## src/hw/psc_defines.svh

```systemverilog
// psc_defines.svh: constants for the pseudo-static RAM host controller
// assumes a 20 MHz clock and a 22-bit word address, 16-bit data bus
`ifndef PSC_DEFINES_SVH
`define PSC_DEFINES_SVH

`define PSC_CLK_MHZ 20
`define PSC_ADDR_W 22
`define PSC_DATA_W 16
`define PSC_HIGHEST_ADDR 22'h3fffff
`define PSC_OTHER_ADDR 22'h000000
`define PSC_SLEEP_HOLD_US 50
`define PSC_IDLE_HOLD_US 200
`define PSC_WAKE_PART_NS 30
`define PSC_SLEEP_HOLD_CYC (`PSC_SLEEP_HOLD_US * `PSC_CLK_MHZ)
`define PSC_IDLE_HOLD_CYC (`PSC_IDLE_HOLD_US * `PSC_CLK_MHZ)
`define PSC_WAKE_PART_CYC ((`PSC_WAKE_PART_NS * `PSC_CLK_MHZ + 999) / 1000)
`define PSC_ACC_NS 100
`define PSC_ACC_CYC ((`PSC_ACC_NS * `PSC_CLK_MHZ + 999) / 1000)
`define PSC_GAP_NS 50
`define PSC_GAP_CYC ((`PSC_GAP_NS * `PSC_CLK_MHZ + 999) / 1000)
`define PSC_CNT_W 16
`define PSC_FIRST_WR_DATA 16'h0000
`define PSC_DENS_16M 16'h0004
`define PSC_DENS_8M 16'h0005
`define PSC_DENS_4M 16'h0006
`define PSC_DENS_0M 16'h0007

`endif

```

## src/hw/psc_pkg.sv

```systemverilog
// psc_pkg: types shared by the pseudo-static RAM host controller
// assumes psc_defines.svh is on the include path
`include "psc_defines.svh"
package psc_pkg;
  typedef enum logic [1:0] {
    PSC_DENS_16 = 2'h0,
    PSC_DENS_8 = 2'h1,
    PSC_DENS_4 = 2'h2,
    PSC_DENS_NONE = 2'h3
  } psc_dens_e;

  typedef enum logic [1:0] {
    PSC_OP_READ = 2'h0,
    PSC_OP_WRITE = 2'h1,
    PSC_OP_PAGE = 2'h2
  } psc_op_e;

  typedef struct packed {
    psc_op_e op;
    logic [`PSC_ADDR_W-1:0] addr;
    logic [`PSC_DATA_W-1:0] wdata;
    logic [1:0] byte_en;
  } psc_req_s;

  typedef struct packed {
    logic ram_select_n;
    logic output_enable_n;
    logic write_enable_n;
    logic upper_byte_enable_n;
    logic lower_byte_enable_n;
    logic low_power_n;
  } psc_ctl_s;
endpackage : psc_pkg

```

## src/hw/psc_host.sv

```systemverilog
// psc_host: host controller for a pseudo-static RAM on an async SRAM-style bus
// assumes rst marks power application; pins are sampled synchronous to clk
`timescale 1ns/1ns
`default_nettype none
`include "psc_defines.svh"

module psc_host
  import psc_pkg::*;
(
  // clock and reset
  input wire logic clk,
  input wire logic rst,
  // user request side
  input wire logic req_valid,
  input wire psc_req_s req,
  output logic req_ready,
  output logic [`PSC_DATA_W-1:0] rdata,
  output logic rdata_valid,
  // mode and power requests
  input wire logic prog_valid,
  input wire psc_dens_e prog_dens,
  input wire logic sleep_req,
  output logic init_done,
  output psc_dens_e dens_now,
  output logic dens_known,
  // memory pins
  output logic [`PSC_ADDR_W-1:0] mem_addr,
  output psc_ctl_s mem_ctl,
  input wire logic [`PSC_DATA_W-1:0] mem_dq_in,
  output logic [`PSC_DATA_W-1:0] mem_dq_out,
  output logic mem_dq_oe
);
  typedef enum logic [10:0] {
    ST_PWR_LOW = 11'h001,
    ST_PWR_IDLE = 11'h002,
    ST_READY = 11'h004,
    ST_SETUP = 11'h008,
    ST_STROBE = 11'h010,
    ST_GAP = 11'h020,
    ST_DUMMY = 11'h040,
    ST_SLEEP = 11'h080,
    ST_WAKE = 11'h100,
    ST_DONE = 11'h200,
    ST_PROG = 11'h400
  } psc_state_e;

  psc_state_e state;
  psc_op_e cur_op;
  logic [`PSC_ADDR_W-1:0] cur_addr;
  logic [`PSC_DATA_W-1:0] cur_data;
  logic [1:0] cur_be;
  logic [1:0] prog_step;
  logic prog_active;
  psc_dens_e prog_target;
  logic last_was_high;
  logic dummy_active;
  logic low_armed;
  logic [2:0] page_idx;
  logic tmr_load;
  logic [`PSC_CNT_W-1:0] tmr_count;
  logic tmr_done;

  function automatic logic [`PSC_DATA_W-1:0] dens_code(input psc_dens_e d);
    unique case (d)
      PSC_DENS_16: dens_code = `PSC_DENS_16M;
      PSC_DENS_8: dens_code = `PSC_DENS_8M;
      PSC_DENS_4: dens_code = `PSC_DENS_4M;
      PSC_DENS_NONE: dens_code = `PSC_DENS_0M;
    endcase
  endfunction : dens_code

  function automatic logic [`PSC_CNT_W-1:0] cyc(input int n);
    cyc = n[`PSC_CNT_W-1:0];
  endfunction : cyc

  psc_timer u_timer (
    .clk(clk),
    .rst(rst),
    .load(tmr_load),
    .count(tmr_count),
    .done(tmr_done)
  );

  // timer loads on every state entry that needs an interval
  always_comb begin
    tmr_load = 1'b0;
    tmr_count = cyc(`PSC_ACC_CYC);
    unique case (state)
      ST_PWR_LOW: begin
        if (!low_armed) begin
          tmr_load = 1'b1;
          tmr_count = cyc(`PSC_SLEEP_HOLD_CYC);
        end else if (tmr_done) begin
          tmr_load = 1'b1;
          tmr_count = cyc(`PSC_IDLE_HOLD_CYC);
        end
      end
      ST_SETUP, ST_DUMMY: begin
        tmr_load = 1'b1;
        tmr_count = cyc(`PSC_ACC_CYC);
      end
      ST_STROBE: begin
        if (tmr_done) begin
          tmr_load = 1'b1;
          tmr_count = cyc(`PSC_GAP_CYC);
        end
      end
      ST_SLEEP: begin
        if (!sleep_req) begin
          tmr_load = 1'b1;
          tmr_count = (dens_known && dens_now != PSC_DENS_NONE) ?
            cyc(`PSC_WAKE_PART_CYC) : cyc(`PSC_IDLE_HOLD_CYC);
        end
      end
      default: begin
      end
    endcase
  end

  // main sequencer
  always_ff @(posedge clk or posedge rst) begin
    if (rst) begin
      state <= ST_PWR_LOW;
      cur_op <= PSC_OP_READ;
      cur_addr <= `PSC_OTHER_ADDR;
      cur_data <= `PSC_DATA_W'h0;
      cur_be <= 2'h0;
      prog_step <= 2'h0;
      prog_active <= 1'b0;
      prog_target <= PSC_DENS_16;
      page_idx <= 3'h0;
      dummy_active <= 1'b0;
    end else begin
      unique case (state)
        ST_PWR_LOW: begin
          if (low_armed && tmr_done) begin
            state <= ST_PWR_IDLE;
          end
        end
        ST_PWR_IDLE: begin
          if (tmr_done) begin
            state <= ST_READY;
          end
        end
        ST_READY: begin
          if (sleep_req) begin
            state <= ST_SLEEP;
          end else if (prog_valid) begin
            prog_target <= prog_dens;
            prog_step <= 2'h0;
            if (last_was_high) begin
              dummy_active <= 1'b1;
              cur_op <= PSC_OP_READ;
              cur_addr <= `PSC_OTHER_ADDR;
              cur_be <= 2'h3;
              state <= ST_DUMMY;
            end else begin
              prog_active <= 1'b1;
              state <= ST_PROG;
            end
          end else if (req_valid) begin
            cur_op <= req.op;
            cur_addr <= req.addr;
            cur_data <= req.wdata;
            cur_be <= (req.op == PSC_OP_PAGE) ? 2'h3 : req.byte_en;
            page_idx <= 3'h0;
            state <= ST_SETUP;
          end
        end
        ST_PROG: begin
          cur_addr <= `PSC_HIGHEST_ADDR;
          cur_be <= 2'h3;
          cur_op <= prog_step[1] ? PSC_OP_WRITE : PSC_OP_READ;
          cur_data <= (prog_step == 2'h3) ? dens_code(prog_target) : `PSC_FIRST_WR_DATA;
          state <= ST_SETUP;
        end
        ST_DUMMY: begin
          state <= ST_STROBE;
        end
        ST_SETUP: begin
          state <= ST_STROBE;
        end
        ST_STROBE: begin
          if (tmr_done) begin
            if (cur_op == PSC_OP_PAGE && page_idx != 3'h7) begin
              page_idx <= page_idx + 3'h1;
              state <= ST_SETUP;
            end else begin
              state <= ST_GAP;
            end
          end
        end
        ST_GAP: begin
          if (tmr_done) begin
            if (prog_active && prog_step != 2'h3) begin
              prog_step <= prog_step + 2'h1;
              state <= ST_PROG;
            end else if (dummy_active) begin
              dummy_active <= 1'b0;
              prog_active <= 1'b1;
              state <= ST_PROG;
            end else begin
              prog_active <= 1'b0;
              state <= ST_DONE;
            end
          end
        end
        ST_DONE: begin
          state <= ST_READY;
        end
        ST_SLEEP: begin
          if (!sleep_req) begin
            state <= ST_WAKE;
          end
        end
        ST_WAKE: begin
          if (tmr_done) begin
            state <= ST_READY;
          end
        end
        default: begin
          state <= ST_READY;
        end
      endcase
    end
  end

  // first cycle out of reset loads the low-power hold
  always_ff @(posedge clk or posedge rst) begin
    if (rst) begin
      low_armed <= 1'b0;
    end else begin
      low_armed <= (state == ST_PWR_LOW);
    end
  end

  // density known after programming; unknown at power-up
  always_ff @(posedge clk or posedge rst) begin
    if (rst) begin
      dens_now <= PSC_DENS_NONE;
      dens_known <= 1'b0;
    end else if (state == ST_GAP && tmr_done && prog_active && prog_step == 2'h3) begin
      dens_now <= prog_target;
      dens_known <= 1'b1;
    end
  end

  // track whether the last access outside programming touched the highest address
  always_ff @(posedge clk or posedge rst) begin
    if (rst) begin
      last_was_high <= 1'b0;
    end else if (state == ST_STROBE && tmr_done && !prog_active) begin
      last_was_high <= (cur_addr == `PSC_HIGHEST_ADDR);
    end else if (state == ST_SLEEP && (!dens_known || dens_now == PSC_DENS_NONE)) begin
      last_was_high <= 1'b0;
    end
  end

  // read data capture
  always_ff @(posedge clk or posedge rst) begin
    if (rst) begin
      rdata <= `PSC_DATA_W'h0;
      rdata_valid <= 1'b0;
    end else begin
      rdata_valid <= 1'b0;
      if (state == ST_STROBE && tmr_done && cur_op != PSC_OP_WRITE && !prog_active && !dummy_active) begin
        rdata <= mem_dq_in;
        rdata_valid <= 1'b1;
      end
    end
  end

  // pin drive
  logic strobe;
  logic active;
  assign strobe = (state == ST_STROBE);
  assign active = (state == ST_SETUP) || strobe;

  always_ff @(posedge clk or posedge rst) begin
    if (rst) begin
      mem_dq_out <= `PSC_DATA_W'h0;
    end else if (state == ST_SETUP || state == ST_DUMMY) begin
      mem_dq_out <= cur_data;
    end
  end

  // address follows the held request so it is settled before write enable falls
  assign mem_addr = (cur_op == PSC_OP_PAGE) ? {cur_addr[`PSC_ADDR_W-1:3], page_idx} : cur_addr;

  always_comb begin
    mem_ctl.low_power_n = !(state == ST_PWR_LOW || state == ST_SLEEP);
    mem_ctl.ram_select_n = !(active || state == ST_DUMMY) || state == ST_PWR_LOW;
    mem_ctl.output_enable_n = !(strobe && cur_op != PSC_OP_WRITE);
    mem_ctl.write_enable_n = !(strobe && cur_op == PSC_OP_WRITE);
    mem_ctl.upper_byte_enable_n = !(active && cur_be[1]);
    mem_ctl.lower_byte_enable_n = !(active && cur_be[0]);
  end

  assign mem_dq_oe = active && cur_op == PSC_OP_WRITE;
  assign req_ready = (state == ST_READY) && !sleep_req && !prog_valid;
  assign init_done = !(state == ST_PWR_LOW || state == ST_PWR_IDLE || state == ST_WAKE);
endmodule : psc_host
`default_nettype wire

```

## src/hw/psc_timer.sv

```systemverilog
// psc_timer: down counter that signals when a loaded interval has elapsed
// assumes one clock domain, load wins over counting
`timescale 1ns/1ns
`default_nettype none
`include "psc_defines.svh"
module psc_timer (
  // clock and reset
  input wire logic clk,
  input wire logic rst,
  // control
  input wire logic load,
  input wire logic [`PSC_CNT_W-1:0] count,
  output logic done
);
  logic [`PSC_CNT_W-1:0] remain;

  always_ff @(posedge clk or posedge rst) begin
    if (rst) begin
      remain <= `PSC_CNT_W'h0;
    end else if (load) begin
      remain <= count;
    end else if (remain != `PSC_CNT_W'h0) begin
      remain <= remain - `PSC_CNT_W'h1;
    end
  end

  // done looks only at the count so a load that depends on done cannot loop back
  assign done = (remain == `PSC_CNT_W'h0);
endmodule : psc_timer
`default_nettype wire

```

## config.mk

```make
export PLATFORM = sky130hd
export DESIGN_NAME = psc_host
export DESIGN_NICKNAME = d
export VERILOG_FILES = /design/src/hw/psc_pkg.sv /design/src/hw/psc_host.sv /design/src/hw/psc_timer.sv
export VERILOG_INCLUDE_DIRS = /design/src /design/src/hw
export SDC_FILE = /design/constraint.sdc
export NUM_CORES = 1
export LEC_CHECK = 0
export ABC_AREA = 1
export BUFFER_PORTS_ARGS = -buffer_cell sky130_fd_sc_hd__buf_2
export CORE_MARGIN = 5
export CORE_UTILIZATION = 55
export DETAILED_ROUTE_END_ITERATION = 6
export PLACE_DENSITY = 0.92
export SLEW_MARGIN = 20
export SYNTH_ARGS = -nofsm -noshare
export SYNTH_HDL_FRONTEND = slang
export SYNTH_SLANG_ARGS = --single-unit
```

## constraint.sdc

```tcl
create_clock -name clk -period 3.53 [get_ports clk]
set_input_delay 0.1765 -clock clk [delete_from_list [all_inputs] [get_ports clk]]
set_output_delay 0.1765 -clock clk [all_outputs]
set_load 0.02 [all_outputs]
```

==> impl_metrics.toml, run 1 <==
[yosys]
ys_types = 40
yosysSeqAreaShare_pct = 48.5
netlist_area_mm2 = 0.00599
syn_nets = 824
syn_area_per_cell_um2 = 7.94
ys_ff_latch = 116
postSynthCellCount = 754
ys_warn_count = 0

[power_and_ir_drop]
p_per_area_mw_per_mm2 = 815
power_frac_comb_pct = 38.3
p_sw_mw = 2.66
p_int_mw = 3.69
ir_drop_mv = 0.521
clock_power_share_pct = 28.8
p_seq_share_pct = 32.9
swShare_pct = 41.9
p_leak_nw = 4.00

[final_layout]
stdcell_count = 1080
drive_gt1_share_pct = 23.6
final_cell_mix = "nand2_1, buf_2, dfrtp_1"
nFillCells = 709
syn2layout_area_growth_pct = 30.1
final_common_cell = "nand2_1"
nNetsFinal = 996
stdcell_area_mm2 = 0.00779

[clock_network]
clock_path_buffers = 2
clock-root-buffer = "clkbuf_8"
clock_latency_ns = 0.53
cts.clk_slew.worst_paths_ns = 0.06
htreeDepth = 4
cts_tree = "yes"
cts_inserted_buffers = 17
cts_sinks = 116
postCtsResizedCells = 0

[die]
pin_count = 132
fp.dieH_um = 114
die_w_um = 114
start_util_pct = 55.7
die_area_mm2 = 0.0131
rows = 38
core_area_mm2 = 0.0107

[detailed_routing]
drtIter0Drc = 676
ant_nets = 0
vias_per_cell = 5.58
route.detailed.drc = 0
first_pass_iters = 7
wirelength_um = 18800
num_vias = 6031
wl_per_cell_um = 17.4

[placed_design]
place_area_mm2 = 0.00659
place_inst = 990
post-place-ws_ns = 1.06
place_congestion = 0.948
hpwl_um = 11200
port_buffers = 131

[sta]
rsz0062_at_grt = "no"
max_freq_ghz = 0.365
final.min_clock_period_ns = 2.74
fin_worst_skew_ns = 0.0128
tightestPinTransition_ns = 0.967
final_max_slew_viol_count = 0
hold_viol = 0
post-route-period-util_pct = 77.6
max_slew_margin_pct = 35.5
setup_slack_ns = 0.790
tns_ns = 0
finalSetupViolations = 0

[global_routing]
grt_pass1_wl_um = 30100
grt_max_degree = 70
grt_antenna_before_repair = 1
grt_pass1_vias = 6110
grt.total_usage_pct = 29.1
globalRouteOverflowTotal = 0

[critical_path]
regToRegSetupSlack_ns = 0.79
end_kind = "register"
required_ns = 3.98
critPathKind = "register to register"
setup.worst_path.end = "cur_op[0]"
timing.rr.end = "cur_op[0]"
r2r_cells = 9
cp-startpoint = "state[4]"
r2r-start = "state[4]"
arrival_ns = 3.19
start_kind = "register"
cp_max_fo = 25

[job]
cap_violations = 0

[outcome]
outcome = "finished clean"

[min_path]
hold_depth = 3
hold_class = "input port to register"
final cells by class:
cell class | count | area, um^2 | area share (%)
Clock inverter | 15 | 205 | 2.64
Tap cell | 140 | 175 | 2.25
Timing Repair Buffer | 191 | 1250 | 16.0
Clock buffer | 17 | 414 | 5.32
Sequential cell | 116 | 2910 | 37.3
Antenna cell | 1 | 2.50 | 0.0321
Inverter | 58 | 226 | 2.91
Multi-Input combinational cell | 542 | 2610 | 33.5
worst min-delay path by stage:
stage / start / end / slack, ns
finish: sleep_req / state[7] / 0.007
global route: sleep_req / state[7] / 0.03
CTS: sleep_req / state[7] / 0.0007
detailed placement: mem_dq_in[15] / rdata[15] / 0.38
global placement: mem_dq_in[13] / rdata[13] / 0.37
floorplan: mem_dq_in[0] / rdata[0] / 0.28
per-stage QoR:
stage / util [%] / power (mW) / hold WS [ns]
floorplan: - / 3.82 / 0.280
global placement: 61.4 / 4.25 / 0.369
detailed placement: 61.4 / 4.33 / 0.379
CTS: 72.4 / 6.22 / 0.000661
global route: 72.5 / 6.71 / 0.0278
finish: 72.5 / 6.34 / 0.00693
cells in the mapped netlist (all sizes together):
master / n / area (um^2)
or2: 3 / 18.8
ha: 5 / 62.6
o21ai: 64 / 324
a21oi: 38 / 190
nand2: 273 / 1090
nor3: 16 / 85.1
nand3: 22 / 128
dfstp: 3 / 78.8
xnor2: 4 / 35.0
o31ai: 4 / 30.0
dfrtp: 113 / 2830
nor4: 1 / 6.26
nor2: 79 / 382
nand4: 20 / 140
inv: 57 / 219
xor2: 7 / 61.3
o22a: 1 / 8.76
and2: 1 / 6.26
clkbuf: 6 / 23.8
mux2: 2 / 22.5
clkinv: 1 / 5.00
nand3b: 1 / 7.51
a211oi: 1 / 7.51
buf: 32 / 225
per-layer routing:
layer | up-vias | wire, um | global-route usage [%]
li1 | 2761 | - | -
met1 | 2780 | 7090 | 36.3
met2 | 399 | 9140 | 46.9
met3 | 91 | 1530 | 6.24
met4 | 0 | 1010 | 16.8
met5 | - | 0 | 0
cell families (layout without fill, tap and decap cells):
group	Yosys count	count (layout)	share of synthesized area [%]
and+or+nand+nor	416	416	31.2
DFF	116	116	48.5
AOI/OAI and AO/OA	108	108	9.36
buffers and inverters	96	281	7.90
xor gates and xnor gates	11	11	1.61
adders and majority gates	5	5	1.04
muxes	2	2	0.376
other	0	1	0
critical path, stage by stage, from the launching register on:
cell and delay, ns:
dfrtp_1 0.42, nor2_1 0.17, nand2_2 0.12, nor2_1 0.24, nand2_1 0.57, inv_2 0.62
nand2_1 0.18, o31ai_1 0.14, nand2_1 0.10, o21ai_1 0.09
registers in the layout, indices dropped and copies added (netlist names), 2 cells and up:
register,count
dens_now,2
cur_op,2
prog_step,2
cur_be,2
mem_dq_out,16
page_idx,3
state,11
u_timer.remain,16
cur_data,16
prog_target,2
cur_addr,22
rdata,16
power groups by stage:
| stage | registers (mW) | logic (mW) | clock network [mW] |
|---|---|---|---|
| floorplan | 2.12 | 1.70 | 0 |
| global placement | 2.06 | 2.19 | 0 |
| detailed placement | 2.07 | 2.26 | 0 |
| CTS | 2.06 | 2.36 | 1.81 |
| global route | 2.14 | 2.68 | 1.88 |
| finish | 2.09 | 2.43 | 1.83 |
repair_timing:
action / 4_1_cts / 5_1_grt
hold buffers: 57 / 0
endpoints found under the hold margin: 120 / 0
setup buffers: 0 / 0
Note: power is estimated with default switching activity, not from simulation.
==> inputs of run 2 (changes only) <==
- ABC_AREA: 1 -> 0
- CORE_UTILIZATION: 55 -> 49
- PLACE_DENSITY: 0.92 -> 0.87
- clock period: 3.53 -> 2.5 ns (I/O delays scaled with it)
==> impl_metrics.toml, run 2 <==
[clock_network]
cts_tree = "yes"
htreeDepth = 4
cts_sinks = 116
cts.clk_slew.worst_paths_ns = 0.05
clock_path_buffers = 2
cts_inserted_buffers = 17
clock_latency_ns = 0.42
clock-root-buffer = "clkbuf_16"

[sta]
max_slew_margin_pct = 57.7
finalSetupViolations = 0
tns_ns = 0
max_freq_ghz = 0.402
final_max_slew_viol_count = 0
hold_viol = 0
tightestPinTransition_ns = 0.633
rsz0062_at_grt = "yes"
final.min_clock_period_ns = 2.49
fin_worst_skew_ns = 0.00990
setup_slack_ns = 0.0138
post-route-period-util_pct = 99.4

[detailed_routing]
ant_nets = 0
drtIter0Drc = 458
wirelength_um = 18100
wl_per_cell_um = 19.2
vias_per_cell = 5.79
num_vias = 5433
first_pass_iters = 5
route.detailed.drc = 0

[final_layout]
nNetsFinal = 852
syn2layout_area_growth_pct = 38.7
final_common_cell = "buf_2"
drive_gt1_share_pct = 35.8
stdcell_count = 939
largest_reg_flops = 22
largest-register = "cur_addr"
final-seq-area_mm2 = 0.00291
fin_util_pct = 69.4
multiInputGateArea_mm2 = 0.00268
nFillCells = 757
final_cell_mix = "buf_2, dfrtp_1, nand2_1"

[global_routing]
grt_max_degree = 61
grt_pass1_wl_um = 28900
grt.total_usage_pct = 25.7
grt_antenna_before_repair = 2
globalRouteOverflowTotal = 0
grt_pass1_vias = 5662

[critical_path]
setup.worst_path.end = "rdata[9]"
end_kind = "register"
regToRegSetupSlack_ns = 0.01
required_ns = 2.80
r2r-start = "state[8]"
cp-startpoint = "state[8]"
critPathKind = "register to register"
start_kind = "register"
arrival_ns = 2.78
timing.rr.end = "rdata[9]"
cp_max_fo = 10
r2r_cells = 6

[yosys]
synth_top_area_cell = "dfrtp_1"
yosysSeqAreaShare_pct = 50.7
syn_area_per_cell_um2 = 9.82
synth_common_cells = "dfrtp_1, nand2_1, nor2_1"
netlist_area_mm2 = 0.00573
ys_warn_count = 0
postSynthCellCount = 584
syn_nets = 654
synth_top_cell_area_share_pct = 49.3
ys_ff_latch = 116
async_flop_share_pct = 100
synth.most_common_cell = "dfrtp_1"
yosys-top-cells-area = "dfrtp_1, mux2_2, a21oi_1"
ys_types = 60
yosys_most_used_dff = "dfrtp_1"
synth_edf_count = 0

[die]
rows = 39
die_area_mm2 = 0.0140
fp.dieH_um = 118
core_area_mm2 = 0.0115
pin_count = 132
die_w_um = 118
start_util_pct = 50.0

[power_and_ir_drop]
p_leak_nw = 3.86
p_total_mw = 9.01
p_per_area_mw_per_mm2 = 1130
ir_drop_mv = 0.840

[placed_design]
post-place-ws_ns = -0.0674
place_inst = 858
hpwl_um = 11700
place_congestion = 0.907
port_buffers = 131

[min_path]
hold_class = "input port to register"

[outcome]
outcome = "finished clean"

[job]
cap_violations = 0
[run 2: final cells by class]
class	instances	share of cell area, %
tap	143	2.25
multi-input combinational	408	33.6
inverter	13	0.661
sequential	116	36.6
antenna	2	0.0629
timing repair buffer	226	19.3
clock inverter	8	1.24
clock buffer	23	6.26
[run 2: cell families after synthesis]
logic type      Yosys count  share of synthesized area (%)
simple gates            227                           19.9
compound gates          119                           12.3
flops                   116                           50.7
buf+inv                  60                           5.52
mux                      41                           7.97
xor+xnor                 16                           2.44
fa+ha+maj                 5                           1.09
[run 2: how the worst min path moves through the flow]
stage	end	from	cells after the start
after floorplan	prog_target[0]	prog_dens[0]	2
after global placement	cur_addr[5]	rst	2
after detailed placement	cur_addr[5]	rst	2
after CTS	cur_addr[2]	req[20]	3
after global routing	cur_data[12]	req[14]	3
final	cur_addr[2]	req[20]	3
[run 2: worst max-delay path, cell delays in order (launching register included)]
cell and delay [ns]:
dfrtp_1 0.42, or4_4 0.57, nor3_4 0.16, or3b_4 0.44, nor3_4 0.22, buf_6 0.21, mux2_1 0.34
[run 2: what timing repair did]
action | 4_1_cts | 5_1_grt
hold buffers | 44 | 0
hold endpoints to repair | 69 | 0
setup buffers | 1 | 3
pin swaps | 1 | 5
setup endpoints to repair | 16 | 48
resized for setup | 11 | 26
[run 2: metrics by stage]
| step | cell area, um^2 | hold slack (ns) |
|---|---|---|
| after floorplan | 5770 | 0.237 |
| after global placement | 6720 | 0.212 |
| after detailed placement | 6720 | 0.230 |
| after CTS | 7820 | 0.00443 |
| after global routing | 7950 | 0.0133 |
| final | 7950 | 0.0159 |
[run 2: metal layers]
| metal | vias to the layer above | share of wire [%] | track usage [%] |
|---|---|---|---|
| met3 | 72 | 7.5 | 7.40 |
| met1 | 2626 | 38 | 30.5 |
| met2 | 282 | 50 | 42.3 |
| met4 | 0 | 4.5 | 13.7 |
| li1 | 2453 | - | - |
| met5 | - | 0 | 0 |
[run 2: where the power goes]
group	switching [mW]	internal (mW)	total (mW)	leakage, nW
Sequential	0.560	2.52	3.08	1.47
Combinational	2.06	1.45	3.51	2.10
Clock	0.844	1.59	2.43	0.291
Total	3.46	5.55	9.01	3.86
==> inputs of run 3 (changes only) <==
- CELL_PAD_IN_SITES_DETAIL_PLACEMENT: unset -> 0
- CELL_PAD_IN_SITES_GLOBAL_PLACEMENT: unset -> 2
- CORE_UTILIZATION: 49 -> 30
- SETUP_SLACK_MARGIN: unset -> 0.5
==> impl_metrics.toml, run 3 (synthesis results as in run 2) <==
[final_layout]
largest_reg_flops = 22
largest-register = "cur_addr"
nFillCells = 1634
final-seq-area_mm2 = 0.00291
multiInputGateArea_mm2 = 0.00333
final_common_cell = "buf_2"
nNetsFinal = 913
drive_gt1_share_pct = 53.6
antennaDiodeCount = 0
syn2layout_area_growth_pct = 68.3
final_cell_mix = "buf_2, dfrtp_1, buf_4"

[detailed_routing]
wirelength_um = 19300
num_vias = 5534
first_pass_iters = 5
drtIter0Drc = 265
ant_nets = 0
wl_per_cell_um = 17.7
vias_per_cell = 5.08
route.detailed.drc = 0

[critical_path]
timing.rr.end = "rdata[5]"
cp-startpoint = "u_timer.remain[6]"
critPathKind = "register to register"
r2r_cells = 8
r2r-start = "u_timer.remain[6]"
end_kind = "register"
cp_max_fo = 16
start_kind = "register"
arrival_ns = 2.75
regToRegSetupSlack_ns = 0.04
required_ns = 2.79

[sta]
final.min_clock_period_ns = 2.46
tns_ns = 0
hold_viol = 0
max_slew_margin_pct = 51.0
finalSetupViolations = 0
fin_worst_skew_ns = 0.00986
rsz0062_at_grt = "yes"
final_max_slew_viol_count = 0
max_freq_ghz = 0.407
post-route-period-util_pct = 98.3
holdWs_ns = 0.0156
tightestPinTransition_ns = 0.733

[global_routing]
grt_antenna_before_repair = 0
grt_pass1_wl_um = 30900
grt.total_usage_pct = 17.5
grt_max_degree = 64
globalRouteOverflowTotal = 0
grt_pass1_vias = 5891

[power_and_ir_drop]
ir_drop_mv = 0.683
p_leak_nw = 4.48
p_per_area_mw_per_mm2 = 1160

[clock_network]
clock_path_buffers = 2
cts_tree = "yes"
cts_inserted_buffers = 17
htreeDepth = 4
cts.clk_slew.worst_paths_ns = 0.06
clock_latency_ns = 0.41
clock-root-buffer = "clkbuf_16"
cts_sinks = 116

[die]
die_area_mm2 = 0.0220
fp.dieH_um = 148
start_util_pct = 30.5
core_area_mm2 = 0.0188
rows = 50
die_w_um = 148
pin_count = 132

[min_path]
hold_depth = 3
whs_endpoint = "cur_addr[13]"
hp-start = "req[31]"
hold_class = "input port to register"

[job]
cap_violations = 0

[placed_design]
hpwl_um = 12500
place_congestion = 0.874
port_buffers = 131

[outcome]
outcome = "finished clean"
-- run 3: cell count changes in the layout (fill, tap and decap cells not counted), sizes merged --
cell         change
buf             +64
diode            -2
bufbuf           +1
dlygate4sd3      -6
inv              +1
clkinv           +1
clkbuf           +1
-- run 3: worst max-delay path by stage --
stage                         end  slack, ns  cells past startpoint
2_1_floorplan            rdata[0]      -0.01                      7
3_3_place_gp   u_timer.remain[15]     -0.006                      6
3_5_place_dp             state[1]      -0.06                      7
4_1_cts                  state[1]       0.05                      7
5_1_grt                  state[1]      -0.03                      7
6_report                 rdata[5]       0.04                      8
-- run 3: worst max-delay path, cell delays in order (launching register included) --
cell and delay, ns:
dfrtp_1 0.38, buf_4 0.15, nor4_4 0.26, buf_4 0.16
nand4_1 0.17, or3b_4 0.46, nor3_4 0.22, buf_12 0.18
mux2_1 0.34
-- run 3: through the flow --
step	instances	worst slack, ns	cell area (um^2)	utilization, %	power, mW
4_1_cts	1070	0.0496	9050	48.2	10.5
3_5_place_dp	953	-0.0589	7080	37.7	6.57
3_3_place_gp	953	-0.00629	7080	37.7	6.46
6_report	1090	0.0415	9650	51.4	11.2
2_1_floorplan	584	-0.0103	6050	-	5.69
5_1_grt	1090	-0.0337	9650	51.4	11.9
-- run 3: cell type report --
cell class	instances	area share (%)
clock inverter	10	1.13
clock buffer	22	4.71
tap	234	3.03
inverter	13	0.570
multi-input combinational	408	34.5
timing repair buffer	287	25.9
sequential	116	30.2
-- run 3: where the power goes --
| group | switching (mW) | leakage (nW) | internal (mW) |
|---|---|---|---|
| Sequential | 0.583 | 1.47 | 2.51 |
| Combinational | 2.80 | 2.74 | 3.00 |
| Clock | 0.861 | 0.274 | 1.48 |
| Total | 4.24 | 4.48 | 7.00 |
-- run 3: repair_timing --
action	CTS	global route
pin swaps	23	27
hold buffers	38	0
gates cloned	10	2
setup endpoints to repair	105	104
endpoints found under the hold margin	65	0
gates resized for setup	116	94
buffers inserted	37	18
-- run 3: per-layer routing --
layer / GRT usage, % / vias to the layer above / wire [um]
li1: - / 2582 / -
met1: 20.9 / 2745 / 7850
met2: 30.6 / 165 / 10100
met3: 4.08 / 42 / 857
met4: 6.84 / 0 / 481
met5: 0 / - / 0
